==> config.mk <==
export PLATFORM = sky130hd
export DESIGN_NAME = comparator_blanking_filter
export DESIGN_NICKNAME = d
export VERILOG_FILES = /design/src/verilog/cmp_blank_pkg.sv /design/src/verilog/mask_source_mux.sv /design/src/verilog/comparator_blanking_filter.sv
export VERILOG_INCLUDE_DIRS = /design/src /design/src/verilog
export SDC_FILE = /design/constraint.sdc
export NUM_CORES = 1
export LEC_CHECK = 0
export BUFFER_PORTS_ARGS = -buffer_cell sky130_fd_sc_hd__buf_2
export CAP_MARGIN = 20
export CORE_ASPECT_RATIO = 1.5
export CORE_MARGIN = 2
export CORE_UTILIZATION = 45
export CTS_CLUSTER_SIZE = 10
export DETAILED_ROUTE_END_ITERATION = 16
export HOLD_SLACK_MARGIN = 0.1
export PLACE_DENSITY = 0.68
export SLEW_MARGIN = 10
export SYNTH_ARGS = -nofsm -noshare
export SYNTH_HDL_FRONTEND = slang
export SYNTH_SLANG_ARGS = --single-unit
==> constraint.sdc <==
create_clock -name clk_i -period 3 [get_ports clk_i]
set_input_delay 0.45 -clock clk_i [delete_from_list [all_inputs] [get_ports clk_i]]
set_output_delay 0.45 -clock clk_i [all_outputs]
set_load 0.02 [all_outputs]
==> src/verilog/cmp_blank_regs.svh <==
/*
  Register offsets, writable masks, reset values and divider codes for
  the comparator blanking and filter block. Included by its bare name.
*/
`ifndef CMP_BLANK_REGS_SVH
`define CMP_BLANK_REGS_SVH

// ----------------------------------------------------------------------
// Offsets (byte addresses)
// ----------------------------------------------------------------------
`define MASK_SRC_OFF 4'h0
`define MASK_GATE_OFF 4'h4
`define FILTER_CTL_OFF 4'h8
`define STATUS_OFF 4'hC

// ----------------------------------------------------------------------
// Reset values and writable masks
// ----------------------------------------------------------------------
`define MASK_SRC_RST 16'h0000
`define MASK_GATE_RST 16'h0000
`define FILTER_CTL_RST 16'h0000
`define MASK_SRC_WMASK 16'h0FFF
`define MASK_GATE_WMASK 16'hBFFF
`define FILTER_CTL_WMASK 16'h007F

// ----------------------------------------------------------------------
// Source codes
// ----------------------------------------------------------------------
`define SRC_FAULT4 4'hF
`define SRC_FAULT2 4'hE
`define SRC_TRIG19 4'hD
`define SRC_TRIG18 4'hC
`define SRC_PWM_THREE_HIGH 4'h5
`define SRC_PWM_THREE_LOW 4'h4
`define SRC_PWM_TWO_HIGH 4'h3
`define SRC_PWM_TWO_LOW 4'h2
`define SRC_PWM_ONE_HIGH 4'h1
`define SRC_PWM_ONE_LOW 4'h0

`define CLK_PERIPH 3'h0
`define CLK_OSC 3'h1
`define CLK_SYNC 3'h2
`define CLK_RSVD 3'h3

// Divider ratio minus one, per code 0..7
`define DIV_1 6'h00
`define DIV_2 6'h01
`define DIV_4 6'h03
`define DIV_8 6'h07
`define DIV_16 6'h0F
`define DIV_32 6'h1F
`define DIV_64 6'h3F
`define FILTER_DEPTH 3

`endif

==> src/verilog/cmp_blank_pkg.sv <==
/*
  Types for the comparator blanking and filter block.
  Assumes nothing of its surroundings.
*/
`default_nettype none
package cmp_blank_pkg;
  typedef struct packed {
    logic [3:0] c_sel;
    logic [3:0] b_sel;
    logic [3:0] a_sel;
  } mask_src_t;

  typedef struct packed {
    logic blank_level_select;
    logic or_c_true_en;
    logic or_c_inv_en;
    logic or_b_true_en;
    logic or_b_inv_en;
    logic or_a_true_en;
    logic or_a_inv_en;
    logic or_and_inv_en;
    logic or_and_true_en;
    logic and_in_c_true_en;
    logic and_in_c_inv_en;
    logic and_in_b_true_en;
    logic and_in_b_inv_en;
    logic and_in_a_true_en;
    logic and_in_a_inv_en;
  } mask_gate_t;

  typedef struct packed {
    logic [2:0] filter_clock_source_sel;
    logic filter_enable_bit;
    logic [2:0] filter_clock_divider_sel;
  } filter_ctl_t;

  typedef struct packed {
    logic fault_input_four;
    logic fault_input_two;
    logic trigger_gen_out_nineteen;
    logic trigger_gen_out_eighteen;
    logic pwm_three_high;
    logic pwm_three_low;
    logic pwm_two_high;
    logic pwm_two_low;
    logic pwm_one_high;
    logic pwm_one_low;
  } blank_src_t;

  typedef struct packed {
    logic timer_five_clock;
    logic timer_four_clock;
    logic timer_three_clock;
    logic timer_two_clock;
    logic pwm_sync_output;
    logic osc_clock;
  } filter_clk_src_t;
endpackage
`default_nettype wire

==> src/verilog/mask_source_mux.sv <==
/*
  One mask source selector: picks a blanking source by a 4-bit code.
  Assumes sources already synchronised to clk_i.
*/
`timescale 1ns/10ps
`default_nettype none
`include "cmp_blank_regs.svh"

module mask_source_mux
  import cmp_blank_pkg::*;
(
  input wire blank_src_t src_i, // Synchronised blanking sources
  input wire logic [3:0] sel_i, // Source code
  output logic mask_o           // Selected mask input
);

  always_comb
  begin
    unique case (sel_i)
      `SRC_FAULT4: mask_o = src_i.fault_input_four;
      `SRC_FAULT2: mask_o = src_i.fault_input_two;
      `SRC_TRIG19: mask_o = src_i.trigger_gen_out_nineteen;
      `SRC_TRIG18: mask_o = src_i.trigger_gen_out_eighteen;
      `SRC_PWM_THREE_HIGH: mask_o = src_i.pwm_three_high;
      `SRC_PWM_THREE_LOW: mask_o = src_i.pwm_three_low;
      `SRC_PWM_TWO_HIGH: mask_o = src_i.pwm_two_high;
      `SRC_PWM_TWO_LOW: mask_o = src_i.pwm_two_low;
      `SRC_PWM_ONE_HIGH: mask_o = src_i.pwm_one_high;
      `SRC_PWM_ONE_LOW: mask_o = src_i.pwm_one_low;
      // Reserved codes give no mask
      default: mask_o = 1'b0;
    endcase
  end

endmodule // mask_source_mux
`default_nettype wire

==> src/verilog/comparator_blanking_filter.sv <==
/*
  Comparator blanking and digital filter with a classic Wishbone slave.
  Assumes comparator, blanking sources and filter clock sources are
  asynchronous pins; the bus runs on clk_i.
*/
// Behaviour
// Mask C source picked by 4-bit code: faults, triggers, PWM outputs.
// Mask B uses same code set; 0110 to 1011 reserved.
// Mask A uses same code set; 1100 and 1101 pick triggers.
// AND term takes true and/or inverted mask A per enables.
// AND term takes true and/or inverted mask B per enables.
// Filter sample clock chosen by 3-bit code; 011 reserved.
// Filter clock divided 64, 32, 16, 8 for codes 111 to 100.
// OR term of masks and AND term blanks the chosen active level.
`timescale 1ns/10ps
`default_nettype none
`include "cmp_blank_regs.svh"

module comparator_blanking_filter
  import cmp_blank_pkg::*;
(
  input wire logic clk_i,               // 125 MHz clock
  input wire logic rst_i,               // Synchronous reset, high
  input wire logic ce_i,                // Clock enable
  input wire logic wb_cyc_i,            // Wishbone cycle
  input wire logic wb_stb_i,            // Wishbone strobe
  input wire logic wb_we_i,             // Wishbone write
  input wire logic [3:0] wb_adr_i,      // Wishbone byte address
  input wire logic [3:0] wb_sel_i,      // Wishbone byte selects
  input wire logic [31:0] wb_dat_i,     // Wishbone write data
  output logic [31:0] wb_dat_o,         // Wishbone read data
  output logic wb_ack_o,                // Wishbone acknowledge
  input wire logic cmp_raw_i,           // Raw comparator output pin
  input wire blank_src_t blank_src_i,   // Blanking source pins
  input wire filter_clk_src_t fclk_i,   // Filter clock source pins
  output logic cmp_out_o                // Blanked, filtered output
);

  // ----------------------------------------------------------------------
  // Input synchronisers
  // ----------------------------------------------------------------------
  localparam int SW = $bits(blank_src_t) + $bits(filter_clk_src_t) + 1;
  logic [SW-1:0] sync1;
  logic [SW-1:0] sync2;
  blank_src_t src_s;
  filter_clk_src_t fclk_s;
  logic cmp_s;

  always_ff @(posedge clk_i)
  begin
    if (rst_i)
    begin
      sync1 <= '0;
      sync2 <= '0;
    end
    else if (ce_i)
    begin
      sync1 <= {blank_src_i, fclk_i, cmp_raw_i};
      sync2 <= sync1;
    end
  end

  assign {src_s, fclk_s, cmp_s} = sync2;

  // ----------------------------------------------------------------------
  // Registers
  // ----------------------------------------------------------------------
  logic [15:0] mask_src_q;
  logic [15:0] mask_gate_q;
  logic [15:0] filter_ctl_q;
  mask_src_t msrc;
  mask_gate_t mgate;
  filter_ctl_t fctl;
  logic bus_req;
  logic [15:0] wmask;
  logic [15:0] wdata;
  logic blank;

  assign bus_req = wb_cyc_i && wb_stb_i && !wb_ack_o;
  assign wmask = {{8{wb_sel_i[1]}}, {8{wb_sel_i[0]}}};
  assign wdata = wb_dat_i[15:0];
  assign msrc = mask_src_t'(mask_src_q[11:0]);
  assign mgate = mask_gate_t'({mask_gate_q[15], mask_gate_q[13:0]});
  assign fctl = filter_ctl_t'(filter_ctl_q[6:0]);

  always_ff @(posedge clk_i)
  begin
    if (rst_i)
    begin
      mask_src_q <= `MASK_SRC_RST;
      mask_gate_q <= `MASK_GATE_RST;
      filter_ctl_q <= `FILTER_CTL_RST;
    end
    else if (ce_i && bus_req && wb_we_i)
    begin
      unique case (wb_adr_i)
        `MASK_SRC_OFF:
          mask_src_q <= (mask_src_q & ~(wmask & `MASK_SRC_WMASK))
                        | (wdata & wmask & `MASK_SRC_WMASK);
        `MASK_GATE_OFF:
          mask_gate_q <= (mask_gate_q & ~(wmask & `MASK_GATE_WMASK))
                         | (wdata & wmask & `MASK_GATE_WMASK);
        `FILTER_CTL_OFF:
          filter_ctl_q <= (filter_ctl_q & ~(wmask & `FILTER_CTL_WMASK))
                          | (wdata & wmask & `FILTER_CTL_WMASK);
        default:
        begin
        end
      endcase
    end
  end

  // One-cycle ack, single wait-free answer; unmapped reads return zero
  always_ff @(posedge clk_i)
  begin
    if (rst_i)
    begin
      wb_ack_o <= 1'b0;
      wb_dat_o <= 32'h00000000;
    end
    else if (ce_i)
    begin
      wb_ack_o <= bus_req;
      if (bus_req && !wb_we_i)
      begin
        unique case (wb_adr_i)
          `MASK_SRC_OFF: wb_dat_o <= {16'h0000, mask_src_q};
          `MASK_GATE_OFF: wb_dat_o <= {16'h0000, mask_gate_q};
          `FILTER_CTL_OFF: wb_dat_o <= {16'h0000, filter_ctl_q};
          `STATUS_OFF: wb_dat_o <= {29'h00000000, blank, cmp_s, cmp_out_o};
          default: wb_dat_o <= 32'h00000000;
        endcase
      end
    end
  end

  // ----------------------------------------------------------------------
  // Mask source selection
  // ----------------------------------------------------------------------
  logic mask_input_a;
  logic mask_input_b;
  logic mask_input_c;

  // mask C selector
  mask_source_mux mux_c (
    .src_i(src_s),
    .sel_i(msrc.c_sel),
    .mask_o(mask_input_c)
  );

  // mask B selector
  mask_source_mux mux_b (
    .src_i(src_s),
    .sel_i(msrc.b_sel),
    .mask_o(mask_input_b)
  );

  // mask A selector
  mask_source_mux mux_a (
    .src_i(src_s),
    .sel_i(msrc.a_sel),
    .mask_o(mask_input_a)
  );

  // ----------------------------------------------------------------------
  // Gating network
  // ----------------------------------------------------------------------
  logic and_term_out;
  logic and_any;
  logic cmp_blanked;

  // Empty AND gate gives 0 so an unconfigured network never blanks
  assign and_any = mgate.and_in_a_true_en | mgate.and_in_a_inv_en
                 | mgate.and_in_b_true_en | mgate.and_in_b_inv_en
                 | mgate.and_in_c_true_en | mgate.and_in_c_inv_en;

  // AND term copies
  assign and_term_out = and_any
    & (~mgate.and_in_a_true_en | mask_input_a)
    & (~mgate.and_in_a_inv_en | ~mask_input_a)
    & (~mgate.and_in_b_true_en | mask_input_b)
    & (~mgate.and_in_b_inv_en | ~mask_input_b)
    & (~mgate.and_in_c_true_en | mask_input_c)
    & (~mgate.and_in_c_inv_en | ~mask_input_c);

  // OR term
  assign blank = (mgate.or_a_true_en & mask_input_a)
               | (mgate.or_a_inv_en & ~mask_input_a)
               | (mgate.or_b_true_en & mask_input_b)
               | (mgate.or_b_inv_en & ~mask_input_b)
               | (mgate.or_c_true_en & mask_input_c)
               | (mgate.or_c_inv_en & ~mask_input_c)
               | (mgate.or_and_true_en & and_term_out)
               | (mgate.or_and_inv_en & ~and_term_out);

  // level blanking: select 1 suppresses a 0, select 0 suppresses a 1
  assign cmp_blanked = blank ? mgate.blank_level_select : cmp_s;

  // ----------------------------------------------------------------------
  // Filter clock select and divider
  // ----------------------------------------------------------------------
  logic sel_clk;
  logic sel_clk_d;
  logic sel_tick;
  logic [5:0] div_limit;
  logic [5:0] div_cnt;
  logic sample_tick;

  // clock source
  always_comb
  begin
    unique case (fctl.filter_clock_source_sel)
      3'h7: sel_clk = fclk_s.timer_five_clock;
      3'h6: sel_clk = fclk_s.timer_four_clock;
      3'h5: sel_clk = fclk_s.timer_three_clock;
      3'h4: sel_clk = fclk_s.timer_two_clock;
      `CLK_SYNC: sel_clk = fclk_s.pwm_sync_output;
      `CLK_OSC: sel_clk = fclk_s.osc_clock;
      `CLK_PERIPH: sel_clk = 1'b1;
      `CLK_RSVD: sel_clk = 1'b0;
    endcase
  end

  always_ff @(posedge clk_i)
  begin
    if (rst_i)
      sel_clk_d <= 1'b0;
    else if (ce_i)
      sel_clk_d <= sel_clk;
  end

  // Peripheral clock ticks every cycle; others on rising edges
  assign sel_tick = (fctl.filter_clock_source_sel == `CLK_PERIPH)
                    || (sel_clk && !sel_clk_d);

  // divider ratio
  always_comb
  begin
    unique case (fctl.filter_clock_divider_sel)
      3'h7: div_limit = `DIV_64;
      3'h6: div_limit = `DIV_32;
      3'h5: div_limit = `DIV_16;
      3'h4: div_limit = `DIV_8;
      3'h3: div_limit = `DIV_4;
      3'h2: div_limit = `DIV_2;
      3'h1: div_limit = `DIV_2;
      3'h0: div_limit = `DIV_1;
    endcase
  end

  always_ff @(posedge clk_i)
  begin
    if (rst_i)
      div_cnt <= 6'h00;
    else if (ce_i && sel_tick)
      div_cnt <= (div_cnt >= div_limit) ? 6'h00 : div_cnt + 6'h01;
  end

  assign sample_tick = sel_tick && (div_cnt >= div_limit);

  // ----------------------------------------------------------------------
  // Digital filter: output follows after FILTER_DEPTH equal samples
  // ----------------------------------------------------------------------
  logic [`FILTER_DEPTH-1:0] hist;

  always_ff @(posedge clk_i)
  begin
    if (rst_i)
      hist <= '0;
    else if (ce_i && sample_tick)
      hist <= {hist[`FILTER_DEPTH-2:0], cmp_blanked};
  end

  always_ff @(posedge clk_i)
  begin
    if (rst_i)
      cmp_out_o <= 1'b0;
    else if (ce_i)
    begin
      if (!fctl.filter_enable_bit)
        cmp_out_o <= cmp_blanked;
      else if (&hist)
        cmp_out_o <= 1'b1;
      else if (~|hist)
        cmp_out_o <= 1'b0;
    end
  end
endmodule // comparator_blanking_filter
`default_nettype wire

* Yosys cells after proc, flatten, opt, wreduce, memory -nomap -nowiden
Memory sizes are Yosys's and may differ from the RTL's. A register that Yosys moved wholly into a read port is not among the register bits.
Index checks and enable logic that the tools add are counted.
** Storage, ports and cells
- Register bits :: 126
- RAM bits :: 0
- Latch bits :: 0
- Input bits :: 63
- Bits in read-only memories :: 48
- Logic and storage cells :: 141
- Output and inout port bits :: 34
- Memories :: 1
** Operators by class
- Div/mod/pow operators :: 0
- Multipliers :: 0
- Order comparisons :: 1
- Shifts and indexed selects :: 0
- Add/sub/neg operators :: 1
- Equality and inequality tests :: 38
- Muxes and demuxes :: 12
- Reduce and logical (&&, ||, !) cells :: 25
- Bitwise operators :: 52
** Memory list
- (name not given) :: words 8, bits a word 6, read ports 1, clocked after memory_dff 1, wr ports 0, RTL line comparator_blanking_filter.sv:239 : unique case (fctl.filter_clock_divider_sel)
** Operators by type and width (count)
- $and 16x16->16 :: 4
- $pmux 16 s4 :: 1
- $eq 4x4->1 const B :: 14
- $pmux 1 s10 :: 3
- $eq 4x3->1 const B :: 7
- $eq 4x2->1 const B :: 6
- $or 1x1->1 :: 18
- $logic_not 4->1 :: 4
- $not 12->16 :: 1
- $not 16->16 :: 1
- $not 7->16 :: 1
- $or 16x12->16 :: 1
- $or 16x16->16 :: 1
- $or 16x7->16 :: 1
- $and 1x1->1 :: 14
- $eq 3x3->1 const B :: 4
- $eq 4x1->1 const B :: 3
- $not 1->1 :: 10
- $reduce_and 2->1 :: 5
- $logic_and 1x1->1 :: 9
- $pmux 1 s8 :: 1
- $add 6x1->6 const B :: 1
- $eq 3x2->1 const B :: 2
- $ge 6x6->1 :: 1
- 10 further kinds :: 16

* Longest topological paths before layout
- Depth in word-level cells :: 16
- Depth in mapped cells :: 9
- Mapped depth without buffers :: 9

* Modules after synthesis
Synthesis repeated with hierarchy kept, for this count alone.
** Unflattened totals
- Cell total of the unflattened synthesis :: 502
- Area, all modules :: 4763.3 sq um
** Modules (own cells, without submodules)
- comparator_blanking_filter :: seq. area each 2021.9 sq um, cells an instance 457, area each 4418.0 sq um, times used 1
- mask_source_mux :: seq. area each 0.0 sq um, cells an instance 15, area each 115.1 sq um, times used 3

* Worst setup path before layout
Ideal clock, no wire load.
- Path type :: register to register
- From :: register with a tool-made name
- To :: register cmp_out_o
- Period minus slack after synthesis :: 2.268 ns
- Stages on the path, launching flop included :: 7
- Slack :: 0.732 ns
- Setup time :: 0.125 ns
- Arrival :: 2.143 ns
- Data required time :: 2.875 ns
- Buffers on the path :: 0
- Cells stage by stage :: dfxtp_1 > mux4_2 > a221o_1 > o211a_1 > and4_4 > o31a_1 > o41a_1
** RTL lines
- end signal, assigned :: RTL line comparator_blanking_filter.sv:281 : cmp_out_o <= cmp_blanked;
- end, declared :: RTL line comparator_blanking_filter.sv:36 : output logic cmp_out_o

==> results by group <==
Clock network
  – Clk sinks: about 100
  – Longest Clk Path Bufs: 2
  – CTS buffer count: 9
  – Worst skew pair latency: around 0.34 ns
  – CTS HTree Levels: 3
  – Clock-pin slew on the worst setup and hold paths: 0.07 ns
  – CTS tree: yes
  – # resized after CTS: 0
  – Hold buffers post-CTS: 0
  – Post-CTS Setup Inserts: 0
  – Root buf cell: clkbuf_16

STA
  – Unrepaired setup endpoints after global routing: no
  – Fin Hold WS: 0.343 ns
  – Worst Clk Skew: around 0.009 ns
  – Max-slew headroom: 53.4%
  – Post-route minimum period: roughly 2.6 ns
  – Slew @ Worst Pin: 0.692 ns
  – Setup TNS: 0 ns
  – Final Hold Fails: 0
  – Final Max Tran Viols: 0
  – # setup viols final: 0
  – Fin crit share: 86.5%
  – Max Freq: 386 MHz

Cells and area
  – Design area: roughly 5300 um^2
  – ANT cells: 0
  – Area added between synthesis and finish: 12.5%
  – Commonest non-fill, non-tap cells in the layout: dfxtp_1, mux2i_1, nor2_1
  – Final cell count without fillers: 660
  – Most common cell after layout, fill and taps aside: dfxtp_1
  – Final #Nets: 609
  – Fraction of layout cells with a size suffix above 1: approximately 17%
  – Fillcell total: roughly 950

Critical path
  – Req. time, crit path: 3.23 ns
  – Reg-to-reg critical path endpoint: cmp_out_o
  – Reg2Reg Setup Slack: 0.41 ns
  – Critical Path End Type: register
  – CP arrival: 2.82 ns
  – CP Max Fanout: 6
  – Critical Path, Cell by Cell: mux4_2, a22oi_1, mux2i_1, nand3_1, o31a_1, o41a_1
  – Crit. path cell count: 6
  – Critical path's largest stage delay: 0.56 ns
  – CP Capture Point: cmp_out_o
  – Critical path launch point type: register
  – Buf+Inv Stages, Crit Path: 0
  – Reg2reg path depth: 6
  – CP Class: register to register
  – Slowest CP cell: mux4_2
  – CP top delay family: compound AO/OA/AOI/OAI gates

Die
  – Core Region: 10100 um^2
  – I/O pin cnt: 97
  – Die Y-Extent: 129 um
  – Initial Util: between 40% and 50%
  – Die width: 87.2 um
  – Placement Rows: 45
  – Die area: 11200 um^2

Drt
  – Starting DRT DRC Count: 115
  – First-pass DRT Iterations: 4
  – Post-route ant nets: 0
  – WL final: roughly 9.8 mm
  – DR WL/cell: around 15 um
  – Via/cell ratio: around 5.4
  – DRC: 0
  – Vias: 3576

Status
  – Status: completed

Yosys
  – Post-synth EDFFs: 0
  – Yosys warns: 0
  – Cell variety after synth: just over 50
  – #FFs+latches synth: a little over 100
  – Mapped Cells: about 490
  – Dominant synthesized flop cell: dfxtp_1
  – Seq/Total Area, Yosys: 43.3%
  – Post-Syn Area: 4670 um^2
  – Synthesized area per cell: between 9 and 10 um^2
  – Ys async rst share: 0%

Pwr
  – Switching Fraction: between 20% and 30%
  – Reg power frac: 53.0%
  – Combinational power share: under 10%
  – Pint: 0.00201 W
  – PD cells: 497 nW/um^2
  – Clk pwr share: 40.1%
  – Maximum vdd drop: 0.000356 V
  – NetSw: 0.000598 W
  – Leakage power: 2.49 nW

Place
  – Dpl cell area: about 5000 um^2
  – Buffers added on ports: 60
  – Placed Cells: approximately 650
  – Gpl congestion: 0.822
  – DP Wirelength: 7.38 mm

Global route
  – Initial antenna violation count: 0
  – Vias in the first global route: 3438
  – Grt total ovfl: 0
  – GRT Overall Usage: about a fifth
  – Largest net degree at the start of global routing: 69
  – Global-route wire length before repair: roughly 17 mm

Run
  – Max-cap violation count: 0

Min path
  – Hold path start: wb_dat_i[15]
  – Hold Crit Class: primary input to register
[power groups by stage]
| stage | Sequential [W] | Combinational (W) | Clock, W |
|---|---|---|---|
| detailed placement | 0.00141 | 0.000180 | 0 |
| CTS | 0.00138 | 0.000181 | 0.00107 |
| global placement | 0.00141 | 0.000176 | 0 |
| floorplan | 0.00141 | 0.000139 | 0 |
| finish | 0.00138 | 0.000180 | 0.00105 |
| global route | 0.00139 | 0.000196 | 0.00114 |
[per-layer routing]
metal	track usage, %	up-vias	routed length [um]
met1	21.9	1679	4120
met3	3.85	25	448
met4	9.32	0	318
met5	0	-	0
li1	-	1773	-
met2	32.2	99	4950
[worst min-delay path by stage]
stage / to / slack [ns] / cells after the start
floorplan: hist[2] / 0.45 / 2
global placement: hist[2] / 0.47 / 2
detailed placement: hist[2] / 0.47 / 2
CTS: sync1[2] / 0.33 / 3
global route: register / 0.33 / 3
finish: register / 0.34 / 3
[final cells by class]
cell class              instances  area (um^2)  area share [%]
repair buffers                 65          350            6.66
flip-flops and latches        101         2020            38.4
inverters                      17         63.8            1.21
well taps                     117          146            2.78
clock buffers                  11          243            4.62
clock inverters                 4         25.0           0.476
multi-input cells             345         2410            45.8
[per-stage QoR]
stage | setup WS, ns | utilization, % | total power (W)
finish | 0.406 | 51.9 | 0.00261
global placement | 0.476 | 49.2 | 0.00159
detailed placement | 0.452 | 49.2 | 0.00159
floorplan | 0.732 | - | 0.00155
CTS | 0.440 | 51.9 | 0.00264
global route | 0.238 | 51.9 | 0.00273
[tightest hold or removal path: cells and delay by family]
kind | cells | cell delay, ns
buffers and inverters | 1 | 0.08
multiplexers | 1 | 0.05
AND/OR/NAND/NOR | 1 | 0.07
[cell usage after synthesis, drive strengths merged (2+ instances only)]
master  instances  area, um^2
a211oi          2        15.0
a21o            3        22.5
a21oi          13        65.1
a22oi          13        97.6
and3            2        12.5
buf            26         168
clkbuf         19        72.6
dfxtp         101        2020
ha              7        87.6
inv            17        63.8
mux2i          96         961
mux4            5         116
nand2          14        52.6
nand2b          6        45.0
nand3           4        20.0
nand4           6        37.5
nor2           93         349
nor2b           5        31.3
nor3           15        75.1
o211a           2        20.0
o211ai          2        15.0
o21ai           8        40.0
o221ai          2        23.8
o31ai           3        22.5
or2             4        25.0
or3             2        12.5
xor2            4        35.0
[logic make-up (layout without fill, tap and decap cells)]
| group | Yosys count | in the layout | share of synthesized area [%] |
|---|---|---|---|
| adder cells (fa/ha/maj) | 7 | 7 | 1.87 |
| AO/OA/AOI/OAI | 58 | 58 | 9.10 |
| multiplexers | 101 | 101 | 23.0 |
| other | 1 | 17 | 0.0802 |
| buffers and inverters | 62 | 97 | 6.50 |
| flip-flops | 101 | 101 | 43.3 |
| AND/OR/NAND/NOR | 158 | 158 | 15.4 |
| XOR/XNOR | 4 | 4 | 0.749 |
No activity file was read; power rests on OpenSTA's default activity.
